`src/inc/tdb_map.svh`:
```
/*
 * register offsets, field positions, reset values and timing counts for the
 * timer dead-time / brake / repetition / adc trigger block.
 * assumes: included by bare name from the package only; the design files use its macros.
 */
`ifndef TDB_MAP_SVH
`define TDB_MAP_SVH

// ***********************************************
// register offsets
// ***********************************************
`define TDB_OFF_TRIG 8'h20
`define TDB_OFF_DTR 8'h30
`define TDB_OFF_RCR 8'h34

// ***********************************************
// reset values and writable masks
// ***********************************************
`define TDB_RST_TRIG 32'h0000_0000
`define TDB_RST_DTR 32'h0000_0000
`define TDB_RST_RCR 32'h0000_0000
`define TDB_MASK_TRIG 32'h0000_00ff
`define TDB_MASK_DTR 32'h0000_7eff
`define TDB_MASK_RCR 32'h0000_03ff

// ***********************************************
// field positions
// ***********************************************
`define TDB_TRIG_GATE 7
`define TDB_TRIG_UPD 0
`define TDB_DTR_CMP 14
`define TDB_DTR_SAFE 13
`define TDB_DTR_MOE 12
`define TDB_DTR_AOE 11
`define TDB_DTR_BKE 10
`define TDB_DTR_DEAD_TIME_INSERT_EN 9
`define TDB_RCR_UD 9
`define TDB_RCR_OV 8

// ***********************************************
// dead-time decode constants
// ***********************************************
`define TDB_DT_BASE 2
`define TDB_DT_OFF1 64
`define TDB_DT_OFF2 32

`endif

```
`src/inc/tdb_pkg.sv`:
```
/*
 * types shared by the block: register image and pwm pin bundle.
 * assumes: tdb_map.svh is on the include path.
 */
package tdb_pkg;
    `include "tdb_map.svh"

    // three software registers
    typedef struct packed {
        logic [31:0] trig;
        logic [31:0] dtr;
        logic [31:0] repeat_reload_value;
    } tdb_regs_s;

    // three complementary pin pairs: value and enable
    typedef struct packed {
        logic [2:0] pos;
        logic [2:0] neg;
        logic [2:0] pos_oe;
        logic [2:0] neg_oe;
    } tdb_pins_s;

    // dead-time inserter phase
    typedef enum logic [1:0] {
        DT_IDLE,
        DT_WAIT,
        DT_DONE
    } tdb_dt_e;
endpackage : tdb_pkg

```
`src/core/tdb_deadtime.sv`:
```
/*
 * one complementary output pair with dead-time insertion.
 * assumes: ref_in is the raw pwm reference from the compare logic, same clock.
 */
`timescale 1ns/1ps
module tdb_deadtime (
    // clock, reset, enable
    input wire logic clk_sys,
    input wire logic rst,
    input wire logic ce,
    // control
    input wire logic dt_en,
    input wire logic [10:0] dt_len,
    input wire logic ref_in,
    // pair out
    output logic pos_out,
    output logic neg_out
);
    import tdb_pkg::*;

    // ***********************************************
    // state
    // ***********************************************
    typedef struct packed {
        logic ref_q;
        logic [10:0] cnt;
        logic pos;
        logic neg;
        tdb_dt_e ph;
    } tdb_dts_s;

    tdb_dts_s s_q;
    tdb_dts_s s_d;

    // next state: on each reference edge both sides stay low for dt_len plus one cycles
    always_comb begin
        s_d = s_q;
        s_d.ref_q = ref_in;
        if (!dt_en) begin
            // no dead time: plain complementary copy
            s_d.pos = ref_in;
            s_d.neg = ~ref_in;
            s_d.ph = DT_IDLE;
        end else if (ref_in != s_q.ref_q) begin
            // edge: both off and start the gap
            s_d.pos = 1'b0;
            s_d.neg = 1'b0;
            s_d.cnt = dt_len;
            s_d.ph = DT_WAIT;
        end else begin
            case (s_q.ph)
                DT_WAIT: begin
                    if (s_q.cnt <= 11'h001) begin
                        s_d.ph = DT_DONE;
                    end else begin
                        s_d.cnt = s_q.cnt - 11'h001;
                    end
                end
                DT_DONE, DT_IDLE: begin
                    s_d.pos = ref_in;
                    s_d.neg = ~ref_in;
                    s_d.ph = DT_IDLE;
                end
                default: s_d.ph = DT_IDLE;
            endcase
        end
    end

    // register the state
    always_ff @(posedge clk_sys) begin
        if (rst) begin
            s_q <= '{ref_q: 1'b0, cnt: 11'h000, pos: 1'b0, neg: 1'b1, ph: DT_IDLE};
        end else if (ce) begin
            s_q <= s_d;
        end
    end

    assign pos_out = s_q.pos;
    assign neg_out = s_q.neg;
endmodule : tdb_deadtime

```
`src/core/tdb_top.sv`:
```
/*
 * adc trigger selection, brake / output enable, dead-time and repetition
 * counter of an advanced timer.
 * assumes: match and wrap strobes come from the timer on clk_sys;
 * brake sources are asynchronous pins.
 */
`timescale 1ns/1ps
// Function
// - global gate bit 7 blocks all triggers
// - six compare matches trigger when individually enabled
// - bit 0 makes update event trigger adc
// - bit 14 lets comparator brake outputs
// - bit 13 enables safety brake sources
// - pins driven only while bit 12 set
// - bit 11 re-enables outputs automatically
// - brake inputs act only with bit 10
// - bit 9 inserts dead time
// - dead-time decode for 0x and 10 codes
// - dead-time decode for 110 and 111 codes
// - bit 9 masks underflows from repeat count
// - bit 8 masks overflows from repeat count
// - update every repeat value plus one wraps
// - unmasked wrap decrements repeat counter
// - zero reloads counter and fires update
module tdb_top (
    // clock, reset, enable
    input wire logic clk_sys,
    input wire logic rst,
    input wire logic ce,
    // register port
    input wire logic [7:0] reg_addr,
    input wire logic [31:0] reg_wdata,
    input wire logic reg_wr,
    input wire logic reg_rd,
    output logic [31:0] reg_rdata,
    // timer events
    input wire logic [5:0] cmp_match,
    input wire logic cnt_overflow,
    input wire logic cnt_underflow,
    input wire logic [2:0] pwm_ref,
    // brake sources (asynchronous)
    input wire logic brake_pin,
    input wire logic comparator_out,
    input wire logic safety_fault,
    // outputs
    output logic adc_trigger,
    output logic update_event_signal,
    output tdb_pkg::tdb_pins_s pins
);
    import tdb_pkg::*;

    // ***********************************************
    // state
    // ***********************************************
    typedef struct packed {
        tdb_regs_s regs;
        logic [7:0] repeat_down_counter;
        logic [2:0] bk_pin;
        logic [2:0] bk_cmp;
        logic [2:0] bk_safe;
        logic brake_prev;
        logic adc_trig;
        logic upd;
        logic [31:0] rdata;
    } tdb_state_s;

    tdb_state_s s_q;
    tdb_state_s s_d;

    logic [2:0] dt_pos;
    logic [2:0] dt_neg;

    // dead-time length in clocks from the 8-bit code
    function automatic logic [10:0] dt_decode(input logic [7:0] c);
        logic [10:0] t;
        t = 11'h000;
        if (!c[7]) begin
            t = {4'h0, c[6:0]} + 11'(`TDB_DT_BASE);
        end else if (!c[6]) begin
            t = (({5'h00, c[5:0]} + 11'(`TDB_DT_OFF1)) << 1) + 11'(`TDB_DT_BASE);
        end else if (!c[5]) begin
            t = (({6'h00, c[4:0]} + 11'(`TDB_DT_OFF2)) << 3) + 11'(`TDB_DT_BASE);
        end else begin
            t = (({6'h00, c[4:0]} + 11'(`TDB_DT_OFF2)) << 4) + 11'(`TDB_DT_BASE);
        end
        return t;
    endfunction : dt_decode

    // brake line agreed high by 2nd and 3rd synchroniser stages
    function automatic logic sync_hi(input logic [2:0] sr);
        return sr[1] & sr[2];
    endfunction : sync_hi

    // brake line agreed low by 2nd and 3rd synchroniser stages
    function automatic logic sync_lo(input logic [2:0] sr);
        return ~sr[1] & ~sr[2];
    endfunction : sync_lo

    // ***********************************************
    // next-state logic
    // ***********************************************
    logic brake_now; // filtered brake level this cycle
    logic brake_hi; // some enabled source agreed high
    logic brake_lo; // every enabled source agreed low
    logic wrap_count; // unmasked wrap seen this cycle
    // a pin glitch that reaches only one stage must not
    // toggle the brake: the level moves only on agreement
    always_comb begin
        s_d = s_q;
        brake_now = 1'b0;
        brake_hi = 1'b0;
        brake_lo = 1'b1;
        wrap_count = 1'b0;
        // synchronisers: stage 0 is read only by stage 1
        s_d.bk_pin = {s_q.bk_pin[1:0], brake_pin};
        s_d.bk_cmp = {s_q.bk_cmp[1:0], comparator_out};
        s_d.bk_safe = {s_q.bk_safe[1:0], safety_fault};

        // register writes; reserved bits stay zero
        if (reg_wr) begin
            case (reg_addr)
                `TDB_OFF_TRIG: s_d.regs.trig = reg_wdata & `TDB_MASK_TRIG;
                `TDB_OFF_DTR: s_d.regs.dtr = reg_wdata & `TDB_MASK_DTR;
                `TDB_OFF_RCR: s_d.regs.repeat_reload_value = reg_wdata & `TDB_MASK_RCR;
                default: ;
            endcase
        end

        // register reads, data one cycle later; unmapped reads zero
        s_d.rdata = 32'h0000_0000;
        if (reg_rd) begin
            case (reg_addr)
                `TDB_OFF_TRIG: s_d.rdata = s_q.regs.trig;
                `TDB_OFF_DTR: s_d.rdata = s_q.regs.dtr;
                `TDB_OFF_RCR: s_d.rdata = s_q.regs.repeat_reload_value;
                default: s_d.rdata = 32'h0000_0000;
            endcase
        end

        // brake: only with bke; comparator and safety each gated
        if (s_q.regs.dtr[`TDB_DTR_BKE]) begin
            brake_hi = sync_hi(s_q.bk_pin)
                | (s_q.regs.dtr[`TDB_DTR_CMP] & sync_hi(s_q.bk_cmp))
                | (s_q.regs.dtr[`TDB_DTR_SAFE] & sync_hi(s_q.bk_safe));
            brake_lo = sync_lo(s_q.bk_pin)
                & (~s_q.regs.dtr[`TDB_DTR_CMP] | sync_lo(s_q.bk_cmp))
                & (~s_q.regs.dtr[`TDB_DTR_SAFE] | sync_lo(s_q.bk_safe));
        end
        // hold the last level while a stage pair still disagrees
        if (brake_hi) begin
            // a source is firmly active
            brake_now = 1'b1;
        end else if (brake_lo) begin
            // all sources firmly idle, or brake disabled
            brake_now = 1'b0;
        end else begin
            // in transit: keep what was decided before
            brake_now = s_q.brake_prev;
        end
        s_d.brake_prev = brake_now;
        if (brake_now) begin
            // brake wins over a software set of main enable
            s_d.regs.dtr[`TDB_DTR_MOE] = 1'b0;
        end else if (s_q.regs.dtr[`TDB_DTR_AOE] && s_q.upd) begin
            // auto re-enable on the next update once brake is gone
            s_d.regs.dtr[`TDB_DTR_MOE] = 1'b1;
        end

        // repetition counter
        wrap_count = (cnt_overflow & ~s_q.regs.repeat_reload_value[`TDB_RCR_OV])
            | (cnt_underflow & ~s_q.regs.repeat_reload_value[`TDB_RCR_UD]);
        s_d.upd = 1'b0;
        if (wrap_count) begin
            if (s_q.repeat_down_counter == 8'h00) begin
                // reload and fire update: one per value+1 wraps
                s_d.repeat_down_counter = s_q.regs.repeat_reload_value[7:0];
                s_d.upd = 1'b1;
            end else begin
                s_d.repeat_down_counter = s_q.repeat_down_counter - 8'h01;
            end
        end

        // adc trigger: or of enabled sources, gated globally
        s_d.adc_trig = s_q.regs.trig[`TDB_TRIG_GATE]
            & ((|(cmp_match & s_q.regs.trig[6:1]))
            | (s_q.upd & s_q.regs.trig[`TDB_TRIG_UPD]));
    end

    // ***********************************************
    // state register
    // ***********************************************
    always_ff @(posedge clk_sys) begin
        if (rst) begin
            s_q <= '0;
            s_q.regs.trig <= `TDB_RST_TRIG;
            s_q.regs.dtr <= `TDB_RST_DTR;
            s_q.regs.repeat_reload_value <= `TDB_RST_RCR;
        end else if (ce) begin
            s_q <= s_d;
        end
    end

    // ***********************************************
    // dead-time pairs
    // ***********************************************
    for (genvar i = 0; i < 3; i++) begin : g_dt
        tdb_deadtime u_dt (
            .clk_sys(clk_sys),
            .rst(rst),
            .ce(ce),
            .dt_en(s_q.regs.dtr[`TDB_DTR_DEAD_TIME_INSERT_EN]),
            .ref_in(pwm_ref[i]),
            .dt_len(dt_decode(s_q.regs.dtr[7:0])),
            .pos_out(dt_pos[i]),
            .neg_out(dt_neg[i])
        );
    end

    // ***********************************************
    // outputs
    // ***********************************************
    // every output comes straight from a flip-flop, so the
    // timer and the adc see glitch-free one-cycle pulses
    assign reg_rdata = s_q.rdata;
    assign adc_trigger = s_q.adc_trig;
    assign update_event_signal = s_q.upd;
    // pins driven only while main enable is set
    assign pins.pos = dt_pos;
    assign pins.neg = dt_neg;
    assign pins.pos_oe = {3{s_q.regs.dtr[`TDB_DTR_MOE]}};
    assign pins.neg_oe = {3{s_q.regs.dtr[`TDB_DTR_MOE]}};
endmodule : tdb_top

```
`config.mk`:
```
export PLATFORM = sky130hd
export DESIGN_NAME = tdb_top
export DESIGN_NICKNAME = d
export VERILOG_FILES = /design/src/inc/tdb_pkg.sv /design/src/core/tdb_deadtime.sv /design/src/core/tdb_top.sv
export VERILOG_INCLUDE_DIRS = /design/src /design/src/inc
export SDC_FILE = /design/constraint.sdc
export NUM_CORES = 1
export LEC_CHECK = 0
export BUFFER_PORTS_ARGS = -buffer_cell sky130_fd_sc_hd__buf_4
export CAP_MARGIN = 10
export CORE_ASPECT_RATIO = 2
export CORE_UTILIZATION = 30
export CTS_BUF_LIST = sky130_fd_sc_hd__clkbuf_4 sky130_fd_sc_hd__clkbuf_8
export DETAILED_ROUTE_END_ITERATION = 10
export SLEW_MARGIN = 20
export SYNTH_ARGS = -nofsm -noshare
export SYNTH_HDL_FRONTEND = slang
export SYNTH_SLANG_ARGS = --single-unit
```
`constraint.sdc`:
```
create_clock -name clk_sys -period 2.6 [get_ports clk_sys]
set_input_delay 0.39 -clock clk_sys [delete_from_list [all_inputs] [get_ports clk_sys]]
set_output_delay 0.39 -clock clk_sys [all_outputs]
set_load 0.01 [all_outputs]
```
==> results.toml <==
[clocking]
cts_tree = "yes"
clock_latency_ns = 0.46
cts.clk_slew.worst_paths_ns = 0.07
ctsHoldBuffers = 0
post_cts_resized = 0
htreeDepth = 4
clock_path_buffers = 2
post-cts-setup-buffers = 0
cts_sinks = 115
numCtsBuffers = 17
root_buffer = "clkbuf_8"

[power]
internal-power_mw = 3.23
peakVddDrop_mv = 0.497
p_sw_mw = 1.33
p_leak_nw = 3.00
total_power_mw = 4.56
switching_share_pct = 29.1
pwr_density_cell_mw_per_mm2 = 604
pwr-share-comb_pct = 19.8
power_frac_clock_pct = 37.5
sequentialPowerShare_pct = 42.6

[place]
place_hpwl_um = 13900
io_buffer_count = 70
dp_cells = 1108
place_congestion = 0.842

[sta]
min_period_ns = 2.19
setup_viol_count_final = 0
fin_setup_tns_ns = 0
worst_clock_skew_ns = 0.0112
final-max-slew-violation-count = 0
slew_headroom_pct = 47.5
worst_slew_pin_slew_ns = 0.787
fin_hold_ws_ns = 0.167
post-route-period-util_pct = 84.2
fmax_mhz = 457
rsz0062_at_grt = "no"
hold_viol = 0

[layout]
n_antenna_cell = 0
final_cell_mix = "dfxtp_1 (115), nor2_1 (105), buf_4 (101)"
fillerInstances = 2270
nNetsFinal = 933
stdcell_count = 1136
final_common_cell = "dfxtp_1"
area_growth_pct = 15.9
final_util_pct = 35.8
drive_gt1_share_pct = 17.0

[routing]
maxUsedRoutingLayer = "met4"
drt_iter0_markers = 243
met3_length_um = 659
wl_met1_um = 6190
vias = 5924
routedWlPerCell_um = 16.0
antenna_left = 0
wl_met2_um = 10400
drt_wl_total_um = 18200
drtPass1Iterations = 4
drc = 0
viasPerCell = 5.21

[global_route]
antenna_found_initial = 0
grt_remaining_overflow = 0
first_global_vias = 5834
grt_pass1_wl_um = 29100
grt_max_degree = 38
grt.total_usage_pct = 16.9

[die]
die_h_um = 210
die_area_sq_mm = 0.0223
core_area_sq_mm = 0.0211
std_cell_rows = 75
start_util_pct = 30.9
die_w_um = 106
io_pins = 105

[setup_path]
crit_path_end_kind = "register"
start_kind = "register"
crit_required_ns = 2.99
cp.arrival_ns = 2.58
worstPathCellList = "ha_1 -> nand4_1 -> a221oi_1 -> buf_4 -> o2bb2ai_1 -> nand2b_1 -> a21oi_1"
rrSetupSlack_ns = 0.41
crit_type = "reg -> reg"
cpPeakStageDelay_ns = 0.72
cpMaxStageDelayCell = "a221oi_1"
crit_fanout = 8

[synth]
yosysTopAreaCell = "dfxtp_1"
netlist_top_cells_area = "dfxtp_1 (35%), mux2i_1 (7.2%), nor2_1 (6.0%)"
synth_cells = 814
synth_top_area_share_pct = 35.3
ys_ff_latch = 115
avgSynthCellArea_sq_um = 8.00
synth_flop_cell = "dfxtp_1"
yosysUniqueCellTypes = 77
yosys_warnings = 0
synth_edf_count = 0
syn-cell-area_sq_mm = 0.00651
ys_seq_area_share_pct = 35.3
synthArstFlopShare_pct = 0

[flow_run]
cap_violations = 0

[status]
outcome = "finished clean"

[worst_hold_path]
hp-class = "in -> reg"
-- sequential cells by signal (all words and copies together), names as in the netlist --
name / cells
g_dt.u_dt.neg_out: 3
g_dt.u_dt.pos_out: 3
s_q: 43
pins: 1
adc_trigger: 1
g_dt.u_dt.s_q: 42
update_event_signal: 1
reg_rdata: 15
s_d: 6
-- worst paths after layout --
path | start | endpoint | cells after the start
min reg2reg | adc_trigger | adc_trigger | 2
max | s_q[85] | g_dt[1].u_dt.s_q[12] | 7
max reg2reg | s_q[85] | g_dt[1].u_dt.s_q[12] | 7
min | reg_wdata[8] | s_q[60] | 3
-- cell type report --
cell class / instances / area [sq um] / share of cell area [%]
clock buffer: 24 / 324 / 4.29
clock inverter: 4 / 72.6 / 0.961
inverter: 26 / 97.6 / 1.29
multi-input combinational: 597 / 3660 / 48.5
sequential: 115 / 2300 / 30.5
tap: 269 / 337 / 4.46
timing repair buffer: 101 / 758 / 10.0
-- Yosys cell counts, types with 10 or more instances --
| library cell | count |
|---|---|
| dfxtp_1 | 115 |
| nor2_1 | 105 |
| nand2_1 | 71 |
| a21oi_1 | 60 |
| mux2i_1 | 47 |
| buf_4 | 45 |
| o21ai_0 | 37 |
| clkbuf_1 | 33 |
| nor3_1 | 25 |
| inv_1 | 24 |
| a22oi_1 | 18 |
| ha_1 | 16 |
| nand3_1 | 16 |
| a211oi_1 | 14 |
| nand2b_1 | 10 |
-- metrics by stage --
stage / setup slack, ns / instance area [sq um]
global placement: 0.467 / 7150
CTS: 0.400 / 7550
global route: 0.247 / 7550
floorplan: 0.617 / 6580
finish: 0.411 / 7550
detailed placement: 0.419 / 7150
-- power by group through the flow --
stage	combinational [mW]	clock (mW)	sequential (mW)
final	0.904	1.71	1.94
after global routing	1.00	1.82	1.96
after CTS	0.911	1.76	1.94
after detailed placement	0.906	0	1.98
after global placement	0.898	0	1.98
after floorplan	0.690	0	1.96
-- cells by family after synthesis --
kind of cell | Yosys count | share of synthesized area [%]
AO/OA/AOI/OAI | 208 | 21.0
other | 1 | 0.0576
AND/OR/NAND/NOR | 300 | 22.5
adder cells (fa/ha/maj) | 19 | 3.53
multiplexers | 48 | 7.39
buffers and inverters | 118 | 9.53
XOR/XNOR | 5 | 0.672
flip-flops | 115 | 35.3
-- layer usage --
metal	vias to the layer above	track usage [%]
li1	2937	-
met1	2773	14.5
met2	162	33.6
met3	52	3.09
met4	0	11.8
met5	-	0
-- worst max-delay path, delay by kind of cell, from the launching register on --
kind,cells,cell delay [ns]
AOI/OAI and AO/OA,3,0.97
adders and majority gates,1,0.35
DFF,1,0.34
buffers and inverters,1,0.26
and+or+nand+nor,2,0.21
Note: power is estimated with default switching activity, not from simulation.
